<file path="src/verilog/sic_pkg.sv">
// Package of register offsets, field positions and reset values for the system interrupt collector.
package sic_pkg;

  // ==========================================================================
  // Register port geometry.
  localparam int unsigned SIC_ADDR_W    = 8;
  localparam int unsigned SIC_DATA_W    = 16;
  localparam int unsigned SIC_PIN_COUNT = 4;
  localparam int unsigned SIC_FN_W      = 4;

  // ==========================================================================
  // Register offsets.
  localparam logic [7:0] SIC_OFF_INT_STATUS  = 8'h10;
  localparam logic [7:0] SIC_OFF_LIVE_STATUS = 8'h11;
  localparam logic [7:0] SIC_OFF_GLOBAL_MASK = 8'h12;
  localparam logic [7:0] SIC_OFF_INT_MASK    = 8'h13;

  // ==========================================================================
  // Field positions shared by the status and mask registers.
  localparam int unsigned SIC_BIT_THERMAL = 15;
  localparam int unsigned SIC_BIT_PIN1    = 11;
  localparam int unsigned SIC_BIT_TOUCH   = 10;
  localparam int unsigned SIC_BIT_PEN     = 9;
  localparam int unsigned SIC_BIT_AUX     = 8;
  localparam int unsigned SIC_BIT_UV      = 0;
  localparam int unsigned SIC_BIT_GLOBAL  = 0;
  localparam int unsigned SIC_BIT_LIVE_OT = 15;
  localparam int unsigned SIC_BIT_LIVE_UV = 0;

  // Status bits that exist; all others read as zero.
  localparam logic [15:0] SIC_STATUS_USED = 16'hFF01;
  localparam logic [15:0] SIC_GLOBAL_USED = 16'h0001;

  // ==========================================================================
  // Reset values.
  localparam logic [15:0] SIC_RST_INT_MASK    = 16'h0000;
  localparam logic        SIC_RST_GLOBAL_MASK = 1'b1;
  localparam logic [15:0] SIC_RST_RDATA       = 16'h0000;

  // Pin function code that routes the combined request onto a pin.
  localparam logic [3:0]  SIC_FN_IRQ_OUT      = 4'h3;

endpackage : sic_pkg

</file>
<file path="src/verilog/sic_edge_detect.sv">
// Two-stage synchroniser with rising or both-edge event detection.
`timescale 1ns/1ps
module sic_edge_detect
(
  input  wire logic core_clk,
  input  wire logic reset_n,
  input  wire logic async_in,
  input  wire logic both_edges,
  output logic      level_sync,
  output logic      edge_event
);

  logic meta_q;
  logic sync_q;
  logic prev_q;

  always_ff @(posedge core_clk or negedge reset_n)
  begin
    if (!reset_n)
    begin
      meta_q <= 1'b0;
      sync_q <= 1'b0;
      prev_q <= 1'b0;
    end
    else
    begin
      meta_q <= async_in;
      sync_q <= meta_q;
      prev_q <= sync_q;
    end
  end

  wire rise_w = sync_q & ~prev_q;
  wire fall_w = ~sync_q & prev_q;

  assign level_sync = sync_q;
  assign edge_event = rise_w | (both_edges & fall_w);
endmodule : sic_edge_detect

</file>
<file path="src/verilog/sic_sticky_flag.sv">
// One sticky status flag: set by an event, cleared by a read, set wins.
`timescale 1ns/1ps
module sic_sticky_flag
(
  input  wire logic core_clk,
  input  wire logic reset_n,
  input  wire logic set_pulse,
  input  wire logic clear_pulse,
  output logic      flag_q
);

  logic flag_d;

  assign flag_d = set_pulse | (flag_q & ~clear_pulse);

  always_ff @(posedge core_clk or negedge reset_n)
  begin
    if (!reset_n)
      flag_q <= 1'b0;
    else
      flag_q <= flag_d;
  end

endmodule : sic_sticky_flag

</file>
<file path="src/verilog/sic_interrupt_collector.sv">
// System interrupt collector: sticky status, masks, live flags and combined request.
`timescale 1ns/1ps
module sic_interrupt_collector
  import sic_pkg::*;
(
  input  wire logic                                      core_clk,
  input  wire logic                                      reset_n,
  // Register port from the control interface.
  input  wire logic                                      reg_wr_en,
  input  wire logic                                      reg_rd_en,
  input  wire logic [sic_pkg::SIC_ADDR_W-1:0]            reg_addr,
  input  wire logic [sic_pkg::SIC_DATA_W-1:0]            reg_wdata,
  output logic      [sic_pkg::SIC_DATA_W-1:0]            reg_rdata,
  // Interrupt sources.
  input  wire logic                                      overtemp_live,
  input  wire logic                                      undervoltage_live,
  input  wire logic [sic_pkg::SIC_PIN_COUNT-1:0]         pin_level,
  input  wire logic                                      touch_result_event,
  input  wire logic                                      pen_down_event,
  input  wire logic                                      aux_conv_event,
  // Pin configuration held by the pin control logic.
  input  wire logic [sic_pkg::SIC_PIN_COUNT-1:0]         pin_edge_mode,
  input  wire logic [sic_pkg::SIC_PIN_COUNT*sic_pkg::SIC_FN_W-1:0] pin_function_select,
  // Combined request and its routing onto pins.
  output logic                                           irq_out,
  output logic      [sic_pkg::SIC_PIN_COUNT-1:0]         pin_irq_level,
  output logic      [sic_pkg::SIC_PIN_COUNT-1:0]         pin_irq_oe
);

  import sic_pkg::*;

  // ==========================================================================
  // Source conditioning.
  logic [SIC_PIN_COUNT-1:0] pin_sync;
  logic [SIC_PIN_COUNT-1:0] pin_event;
  logic                     overtemp_sync;
  logic                     undervoltage_sync;
  logic                     thermal_rise;
  logic                     undervoltage_rise;

  genvar gi;
  generate
    for (gi = 0; gi < SIC_PIN_COUNT; gi++)
    begin : g_pin
      sic_edge_detect u_pin_edge
      (
        .core_clk   (core_clk),
        .reset_n    (reset_n),
        .async_in   (pin_level[gi]),
        .both_edges (pin_edge_mode[gi]),
        .level_sync (pin_sync[gi]),
        .edge_event (pin_event[gi])
      );
    end
  endgenerate

  // Thermal and undervoltage interrupts fire when the condition starts.
  sic_edge_detect u_overtemp_edge
  (
    .core_clk   (core_clk),
    .reset_n    (reset_n),
    .async_in   (overtemp_live),
    .both_edges (1'b0),
    .level_sync (overtemp_sync),
    .edge_event (thermal_rise)
  );

  sic_edge_detect u_undervoltage_edge
  (
    .core_clk   (core_clk),
    .reset_n    (reset_n),
    .async_in   (undervoltage_live),
    .both_edges (1'b0),
    .level_sync (undervoltage_sync),
    .edge_event (undervoltage_rise)
  );

  // ==========================================================================
  // Register decode.
  wire sel_status = (reg_addr == SIC_OFF_INT_STATUS);
  wire sel_live   = (reg_addr == SIC_OFF_LIVE_STATUS);
  wire sel_global = (reg_addr == SIC_OFF_GLOBAL_MASK);
  wire sel_mask   = (reg_addr == SIC_OFF_INT_MASK);

  wire rd_status  = reg_rd_en & sel_status;
  wire wr_global  = reg_wr_en & sel_global;
  wire wr_mask    = reg_wr_en & sel_mask;

  // ==========================================================================
  // Sticky status register.
  logic [15:0] set_vec;
  logic [15:0] status_q;

  assign set_vec[SIC_BIT_THERMAL]                           = thermal_rise;
  assign set_vec[SIC_BIT_PIN1+SIC_PIN_COUNT-1:SIC_BIT_PIN1] = pin_event;
  assign set_vec[SIC_BIT_TOUCH]                             = touch_result_event;
  assign set_vec[SIC_BIT_PEN]                               = pen_down_event;
  assign set_vec[SIC_BIT_AUX]                               = aux_conv_event;
  assign set_vec[SIC_BIT_AUX-1:SIC_BIT_UV+1]                = '0;
  assign set_vec[SIC_BIT_UV]                                = undervoltage_rise;

  generate
    for (gi = 0; gi < 16; gi++)
    begin : g_status
      if (SIC_STATUS_USED[gi])
      begin : g_used
        sic_sticky_flag u_flag
        (
          .core_clk    (core_clk),
          .reset_n     (reset_n),
          .set_pulse   (set_vec[gi]),
          .clear_pulse (rd_status),
          .flag_q      (status_q[gi])
        );
      end
      else
      begin : g_unused
        assign status_q[gi] = 1'b0;
      end
    end
  endgenerate

  // ==========================================================================
  // Mask registers.
  logic [15:0] int_mask_q;
  logic        global_mask_q;

  always_ff @(posedge core_clk or negedge reset_n)
  begin
    if (!reset_n)
    begin
      int_mask_q    <= SIC_RST_INT_MASK;
      global_mask_q <= SIC_RST_GLOBAL_MASK;
    end
    else
    begin
      if (wr_mask)
        int_mask_q <= reg_wdata & SIC_STATUS_USED;
      if (wr_global)
        global_mask_q <= reg_wdata[SIC_BIT_GLOBAL];
    end
  end

  // ==========================================================================
  // Live flags and read data.
  logic [15:0] live_vec;

  assign live_vec[SIC_BIT_LIVE_OT]                   = overtemp_sync;
  assign live_vec[SIC_BIT_LIVE_OT-1:SIC_BIT_LIVE_UV+1] = '0;
  assign live_vec[SIC_BIT_LIVE_UV]                   = undervoltage_sync;

  logic [15:0] rdata_mux;

  assign rdata_mux = sel_status ? status_q :
                     sel_live   ? live_vec :
                     sel_global ? {15'h0000, global_mask_q} :
                     sel_mask   ? int_mask_q : 16'h0000;

  // The status value is captured in the same edge that clears it.
  always_ff @(posedge core_clk or negedge reset_n)
  begin
    if (!reset_n)
      reg_rdata <= SIC_RST_RDATA;
    else if (reg_rd_en)
      reg_rdata <= rdata_mux;
  end

  // ==========================================================================
  // Combined request and pin routing.
  logic [15:0]              pending_vec;
  logic                     irq_d;
  logic [SIC_PIN_COUNT-1:0] pin_route;

  assign pending_vec = status_q & ~int_mask_q;
  assign irq_d       = (|pending_vec) & ~global_mask_q;

  generate
    for (gi = 0; gi < SIC_PIN_COUNT; gi++)
    begin : g_route
      assign pin_route[gi] = (pin_function_select[gi*SIC_FN_W +: SIC_FN_W] == SIC_FN_IRQ_OUT);
    end
  endgenerate

  always_ff @(posedge core_clk or negedge reset_n)
  begin
    if (!reset_n)
    begin
      irq_out       <= 1'b0;
      pin_irq_level <= '0;
      pin_irq_oe    <= '0;
    end
    else
    begin
      irq_out       <= irq_d;
      pin_irq_level <= pin_route & {SIC_PIN_COUNT{irq_d}};
      pin_irq_oe    <= pin_route;
    end
  end
endmodule : sic_interrupt_collector

</file>
<file path="config.mk">
export PLATFORM = sky130hd
export DESIGN_NAME = sic_interrupt_collector
export DESIGN_NICKNAME = d
export VERILOG_FILES = /design/src/verilog/sic_pkg.sv /design/src/verilog/sic_edge_detect.sv /design/src/verilog/sic_sticky_flag.sv /design/src/verilog/sic_interrupt_collector.sv
export SDC_FILE = /design/constraint.sdc
export NUM_CORES = 1
export LEC_CHECK = 0
export BUFFER_PORTS_ARGS = -buffer_cell sky130_fd_sc_hd__buf_2
export CAP_MARGIN = 20
export CELL_PAD_IN_SITES_DETAIL_PLACEMENT = 1
export CELL_PAD_IN_SITES_GLOBAL_PLACEMENT = 1
export CORE_MARGIN = 2
export CORE_UTILIZATION = 30
export CTS_BUF_LIST = sky130_fd_sc_hd__clkbuf_8
export DETAILED_ROUTE_END_ITERATION = 7
export GPL_TIMING_DRIVEN = 0
export PLACE_DENSITY_LB_ADDON = 0.3
export SLEW_MARGIN = 0
export SYNTH_ARGS = -nofsm -noshare
export SYNTH_HDL_FRONTEND = slang
export SYNTH_HIERARCHICAL = 1
export SYNTH_SLANG_ARGS = --single-unit
</file>
<file path="constraint.sdc">
create_clock -name core_clk -period 1.79 [get_ports core_clk]
set_clock_uncertainty 0.15 [all_clocks]
set_input_delay 0.537 -clock core_clk [delete_from_list [all_inputs] [get_ports core_clk]]
set_output_delay 0.537 -clock core_clk [all_outputs]
set_load 0.05 [all_outputs]
</file>
# After elaboration in Yosys (flattened, before gate mapping)
# Index checks and enable logic that the tools add are counted.
# word_totals
ff_bits,62
in_bits,57
elab_cells,101
# classes
n_eq_ne,8
mux,4
n_bitwise,55
reduce_logical,1
# op_table
cell,count
16-bit 2-to-1 mux,4
8-bit by 5-bit equality test with 1-bit output (second input constant),4
1-bit AND,27
16-bit AND,1
4-bit by 2-bit equality test with 1-bit output (second input constant),4
16-bit inverter,1
16-bit OR reduction,1
1-bit bitwise OR,13
1-bit inverter,12
4-bit AND,1

# Depth between registers and ports, before layout
# Gate-level depths: netlist of run 1.
# depth
depth_word,5
depth_mapped,5
ltp_nobuf,5

# By module
# The synthesis of run 1 kept the hierarchy.
# by_module_without_submodules
module,instances,cells_each,area_each_um2,seq_area_each_um2
sic_interrupt_collector,1,113,1338.8,701.9
sic_edge_detect,6,6,95.1,75.1
sic_sticky_flag,9,3,36.3,25.0

# Worst setup path after synthesis of run 1
# Ideal clock, no wire load.
# synth_timing
path_kind,input to register
startpoint,in reg_addr[5] (netlist name)
endpoint,reg g_status[0].g_used.u_flag.flag_q
setup_ns,0.118
t_arrival_ns,2.079
t_required_ns,1.522
setup_slack_ns,-0.557
path_stages,5
path_buffers,0
path_cell_list,nor4b_4 -> nand2_2 -> nor4_1 -> inv_1 -> a21o_1
# synth_via
elab_chain_cells,5
# synth_rtl
item,line,rtl
start: declaration,sic_interrupt_collector.sv:11,"input wire logic [sic_pkg::SIC_ADDR_W-1:0] reg_addr,"
8-bit by 5-bit equality test with 1-bit output,sic_interrupt_collector.sv:80,wire sel_status = (reg_addr == SIC_OFF_INT_STATUS);
1-bit AND,sic_interrupt_collector.sv:85,wire rd_status = reg_rd_en & sel_status;
net rd_status,sic_interrupt_collector.sv:85,
1-bit inverter,sic_sticky_flag.sv:14,assign flag_d = set_pulse | (flag_q & ~clear_pulse);
1-bit AND,sic_sticky_flag.sv:14,
1-bit bitwise OR,sic_sticky_flag.sv:14,
net g_status[0].g_used.u_flag.flag_d,sic_sticky_flag.sv:12,logic flag_d;
end signal: assignment,sic_sticky_flag.sv:21,flag_q <= flag_d;
end: declaration,sic_sticky_flag.sv:9,output logic flag_q
# The timed path passes the listed nets, and every way through them passes these cells.
# A chain may end at the register's enable or synchronous reset.

# Worst setup path after layout of run 1
# layout_timing
startpoint,in reg_addr[2] (netlist name)
endpoint,reg int_mask_q[9]
# layout_via
elab_chain_cells,2
# layout_rtl
item,line,rtl
8-bit by 5-bit equality test with 1-bit output,sic_interrupt_collector.sv:83,wire sel_mask = (reg_addr == SIC_OFF_INT_MASK);
1-bit AND,sic_interrupt_collector.sv:87,wire wr_mask = reg_wr_en & sel_mask;
end signal: assignment,sic_interrupt_collector.sv:138,int_mask_q <= reg_wdata & SIC_STATUS_USED;
end: declaration,sic_interrupt_collector.sv:125,logic [15:0] int_mask_q;
# No other way between the ends.

==> impl_metrics.ini, run 1 <==
[final_layout]
area_growth_pct = 30.2
nets = 322
fill_cells = 834
multi_input_area_um2 = 758
final_common_cell = buf_2
final_cell_mix = 68 x buf_2, 54 x dfrtp_1, 24 x inv_1
antenna_cells = 0
regArea_um2 = 1380
drive_gt1_share_pct = 43.0

[setup_path]
startpoint_type = primary input
path_max_fanout = 9
rr_startpoint = g_status[0].g_used.u_flag/flag_q
worstRegToRegCells = 3
cp_slowest_cell = mux2_2
arrival_ps = 1750
worstPathRequired_ps = 1840
rrSetupSlack_ps = 170
max_stage_delay_ps = 340
cp-end-kind = flop
crit_type = primary input to flop
crit_chain = buf_2 > nor4b_4 > buf_4 > nand4_4 > mux2_2
r2r-end = irq_out

[place]
gp_congestion = 0.765
dp_slack_ps = -703
dp_hpwl_um = 3740
io_buffer_count = 67

[timing]
final.period_utilization_pct = 95.0
tightest_slew_ps = 626
setup_viol = 0
fin_ws_ps = 89.8
max_slew_margin_pct = 58.1
setup_tns_ps = 0
hold_viol = 0
max_freq_mhz = 588
rsz0062_at_grt = no
layout_min_cycle_time_ps = 1700
slew_violations = 0

[synth]
synth_edf_count = 0
synth-compound-area-share_pct = 13.9
ys_ff_latch = 55
synth_top_family_by_area = compound AO/OA/AOI/OAI gates
synthMuxAreaShare_pct = 6.55
synth-simple-area-share_pct = 11.2
synthAdderAreaFrac_pct = 0
async_reset_ff_share_pct = 100
yosysWarningCount = 6
netlist_instances = 176
synthesis.area_um2 = 2240
synth_xor_xnor_area_share_pct = 0
synth_flop_cell = dfrtp_1
syn_avg_cell_area_um2 = 12.7
synth.distinct_cells = 33
yosysSeqAreaShare_pct = 61.6

[floorplanning]
initial_core_util_pct = 30.8
row_count = 31
core_area_um2 = 7250
ioPinCount = 82
die_area_um2 = 8160
die_width_um = 90.3
die_y_um = 90.3

[detailed_routing]
via_per_inst = 4.48
first_iter_violations = 54
vias = 1629
routed_wl_um = 5040
drtPass1Iterations = 4
wl_per_cell_um = 13.8
ant_nets = 0
drc = 0

[power_and_ir_drop]
p_per_area_nw_per_um2 = 808
irDropWorstVdd_v = 0.000287
power_mw = 2.35
p_leak_nw = 1.38

[clocking]
clock_latency_ps = 300
root_buffer = clkbuf_8
ctsHoldBuffers = 0
numClockSinks = 55
numCtsBuffers = 5
clk_pin_slew_ps = 90
cts_buffer_depth = 2
htree_levels = 2
cts_tree = built

[job]
cap_viol_max_count = 0

[global_route]
grt_pass1_wl_um = 8340
antenna_found_initial = 0
grt_max_degree = 35
overflow = 0
grt_use_total_pct = 13.0
grt_pass1_vias = 1643

[status]
outcome = finished, final reports clean

[hold_path]
min_path_type = primary input to asynchronous set/reset pin
worst max-delay path by stage:
stage,startpoint,endpoint,slack [ps]
after floorplan,reg_addr[5],g_status[0].g_used.u_flag/flag_q,-160
after global placement,reg_addr[5],g_status[15].g_used.u_flag/flag_q,-650
after detailed placement,reg_addr[5],g_status[0].g_used.u_flag/flag_q,-700
after CTS,reg_addr[2],g_status[11].g_used.u_flag/flag_q,2
after global routing,g_status[0].g_used.u_flag/flag_q,irq_out,30
final,reg_addr[2],int_mask_q[9],90
worst max-delay path, delay by kind of cell:
family,cells,cell delay (ps)
muxes,1,340
and+or+nand+nor,2,550
buffers and inverters,2,310
state kept, by name, summed over array words and instances, names as in the netlist:
signal and count:
g_pin.u_pin_edge/meta_q 4, u_overtemp_edge/meta_q 1, u_overtemp_edge/level_sync 1, g_pin.u_pin_edge/level_sync 4, pin_irq_oe 4, u_undervoltage_edge/meta_q 1
u_undervoltage_edge/prev_q 1, global_mask_q 1, reg_rdata 9, u_undervoltage_edge/level_sync 1, int_mask_q 9, irq_out 1
u_overtemp_edge/prev_q 1, pin_irq_level 4, g_status.g_used.u_flag/flag_q 9, g_pin.u_pin_edge/prev_q 4
cells in the mapped netlist, types with 2 or more instances:
master    instances  area, um2
nor2b_1           4       25.0
a31oi_1           5       31.3
nand2_1           8       30.0
dfrtp_1          54       1350
nand3b_1          6       45.0
o21ai_2           6       52.6
nor4bb_1          3       30.0
nor2_1            2       7.51
buf_4             7       52.6
nand2b_1          3       18.8
mux2_2           11        124
a22oi_1           9       67.6
inv_1            23       86.3
a21o_1            9       67.6
o31ai_1           7       52.6
nand4_1           2       12.5
metal layers:
| layer | wire, um | up-vias | global-route usage (%) | part of all wire [%] |
|---|---|---|---|---|
| met5 | 0 | - | 0 | 0 |
| met4 | 60 | 0 | 3.46 | 1.2 |
| met3 | 382 | 6 | 4.09 | 7.6 |
| met2 | 2310 | 65 | 20.4 | 46 |
| met1 | 2290 | 781 | 17.4 | 45 |
| li1 | - | 777 | - | - |
report_power, final:
group	switching, mW	leakage [nW]	internal [mW]
Combinational	0.153	0.657	0.101
Clock	0.390	0.0554	0.405
Sequential	0.0228	0.668	1.28
final cells by class:
type / instances / share of cell area (%)
Clock inverter: 2 / 1.16
Timing Repair Buffer: 74 / 13.8
Buffer: 9 / 2.15
Clock buffer: 5 / 2.36
Multi-Input combinational cell: 97 / 26.0
Sequential cell: 55 / 47.3
Inverter: 23 / 2.97
Tap cell: 99 / 4.25
per-stage QoR:
stage	hold WS (ps)	utilization, %	instances	area [um2]
2_1_floorplan	91.4	-	184	2280
3_3_place_gp	182	37.8	350	2740
3_5_place_dp	186	38.1	351	2760
4_1_cts	61.7	40.0	363	2900
5_1_grt	73.4	40.1	364	2910
6_report	50.8	40.1	364	2910
what timing repair did:
item | 4_1_cts | 5_1_grt
buffers inserted | 5 | 1
pin swaps | 3 | 2
gates resized for setup | 1 | 2
setup endpoints to repair | 9 | 13
cells by family after synthesis:
| logic type | count (synthesis) |
|---|---|
| mux | 12 |
| buf+inv | 32 |
| flops | 55 |
| other cells | 1 |
| compound gates | 40 |
| simple gates | 36 |
Note: power is estimated with default switching activity, not from simulation.
==> run 2, diff against run 1 <==
--- a/config.mk
+++ b/config.mk
@@ -18,5 +18,4 @@
 export SLEW_MARGIN = 0
 export SYNTH_ARGS = -nofsm -noshare
 export SYNTH_HDL_FRONTEND = slang
-export SYNTH_HIERARCHICAL = 1
 export SYNTH_SLANG_ARGS = --single-unit
==> impl_metrics.ini, run 2 <==
[timing]
max_slew_margin_pct = 49.6
rsz0062_at_grt = no
max_freq_mhz = 608
hold_viol = 0
setup_viol = 0
slew_violations = 0
setup_tns_ps = 0
final.period_utilization_pct = 92.0
layout_min_cycle_time_ps = 1650
tightest_slew_ps = 756

[clocking]
numClockSinks = 55
numCtsBuffers = 5
cts_buffer_depth = 2
cts_tree = built
root_buffer = clkbuf_8
clock_latency_ps = 310
clk_pin_slew_ps = 100
htree_levels = 2

[place]
gp_congestion = 0.784
dp_hpwl_um = 3600
dp_cells = 334
io_buffer_count = 67

[floorplanning]
initial_core_util_pct = 31.4
row_count = 30
core_area_um2 = 6870
die_y_um = 88.7
ioPinCount = 82
die_area_um2 = 7880
die_width_um = 88.7

[final_layout]
antenna_cells = 0
fin_cells = 344
fill_cells = 768
multi_input_area_um2 = 714
reg_top3 = g_status.g_used.u_flag.flag_q: 9 flops, int_mask_q: 9 flops, reg_rdata: 9 flops
nets = 304
final_cell_mix = 67 x buf_2, 54 x dfrtp_1, 14 x inv_1
drive_gt1_share_pct = 42.3
regArea_um2 = 1380
area_growth_pct = 30.8
final_common_cell = buf_2

[synth]
synthMostInstantiatedCell = dfrtp_1
synth_top_cells_by_count = 54 x dfrtp_1, 14 x inv_1, 13 x nand2_1
synth_top_area_cell = dfrtp_1
synth_edf_count = 0
ys_ff_latch = 55
synth_flop_cell = dfrtp_1
yosysWarningCount = 0
synthDominantCellAreaShare_pct = 62.7
synth_area_leaders = dfrtp_1 63%, mux2_2 5.2%, a22oi_1 2.8%
synthesis.area_um2 = 2150
netlist_instances = 164
synth.distinct_cells = 33
yosysSeqAreaShare_pct = 63.9
syn_avg_cell_area_um2 = 13.1
async_reset_ff_share_pct = 100

[hold_path]
min_path_type = primary input to asynchronous set/reset pin

[detailed_routing]
drc = 0
drtPass1Iterations = 4
ant_nets = 0
vias = 1533
routed_wl_um = 4790
wl_per_cell_um = 13.9
first_iter_violations = 98
via_per_inst = 4.46

[setup_path]
crit_type = primary input to flop
startpoint = reg_addr[0]
cp-end-kind = flop
arrival_ps = 1700
startpoint_type = primary input
path_max_fanout = 9
worstRegToRegCells = 2
r2r-end = pin_irq_level[3]
rrSetupSlack_ps = 180
worstPathRequired_ps = 1840
rr_startpoint = g_status[13].g_used.u_flag.flag_q

[global_route]
grt_pass1_vias = 1569
grt_pass1_wl_um = 7480
overflow = 0
grt_max_degree = 33
grt_use_total_pct = 12.7
antenna_found_initial = 0

[job]
cap_viol_max_count = 0

[power_and_ir_drop]
p_per_area_nw_per_um2 = 851
irDropWorstVdd_v = 0.000410
p_leak_nw = 1.36

[status]
outcome = finished, final reports clean
## run 2: cell type report
cell class,count,share of cell area (%)
buffer,9,2.40
clock inverter,3,1.69
tap,96,4.26
multi-input combinational,92,25.3
inverter,14,1.86
sequential,55,48.9
clock buffer,5,2.44
timing repair buffer,70,13.1
## run 2: per-layer routing
metal / wire [um] / global-route usage, %
met5: 0 / 0
met4: 75 / 4.96
met3: 229 / 2.43
met2: 2420 / 21.3
met1: 2060 / 16.3
## run 2: report_power, final
part / switching, mW / internal (mW)
clock network: 0.428 / 0.425
registers: 0.0212 / 1.28
logic: 0.150 / 0.0956
total: 0.599 / 1.80
## run 2: cell families (layout without fill, tap and decap cells)
family | Yosys count | count (layout) | share of synthesized area [%]
flops | 55 | 55 | 63.9
buf+inv | 23 | 101 | 5.57
simple gates | 40 | 40 | 11.4
mux | 11 | 11 | 6.27
other cells | 1 | 7 | 0.174
compound gates | 34 | 34 | 12.6
## run 2: critical path, cell delays in order
cell and delay, ps:
buf_2 130, nor2_2 420, nand4_4 260, a221o_1 340
## run 2: worst max path at each step
stage	endpoint	slack (ps)	depth (start not counted)
floorplan	int_mask_q[0]	-20	3
global placement	g_status[11].g_used.u_flag.flag_q	-490	4
detailed placement	g_status[11].g_used.u_flag.flag_q	-520	4
CTS	int_mask_q[9]	4	4
global route	pin_irq_level[1]	30	2
finish	g_status[14].g_used.u_flag.flag_q	140	4
## run 2: metrics by stage
step           power [mW]  area (um2)  hold WS [ps]  util, %  setup slack (ps)
2_1_floorplan        1.45        2180          91.4        -             -17.3
3_3_place_gp         1.56        2630           182     38.3              -489
3_5_place_dp         1.57        2650           186     38.6              -521
4_1_cts              2.42        2790          59.0     40.6              4.48
5_1_grt              2.49        2820          77.6     41.0              32.7
6_report             2.40        2820          50.5     41.0               144
## run 2: timing repair
item,in CTS,in global routing
pin swaps,0,1
gates resized for setup,3,2
setup buffers,0,2
setup endpoints to repair,18,14
hold buffers,0,0
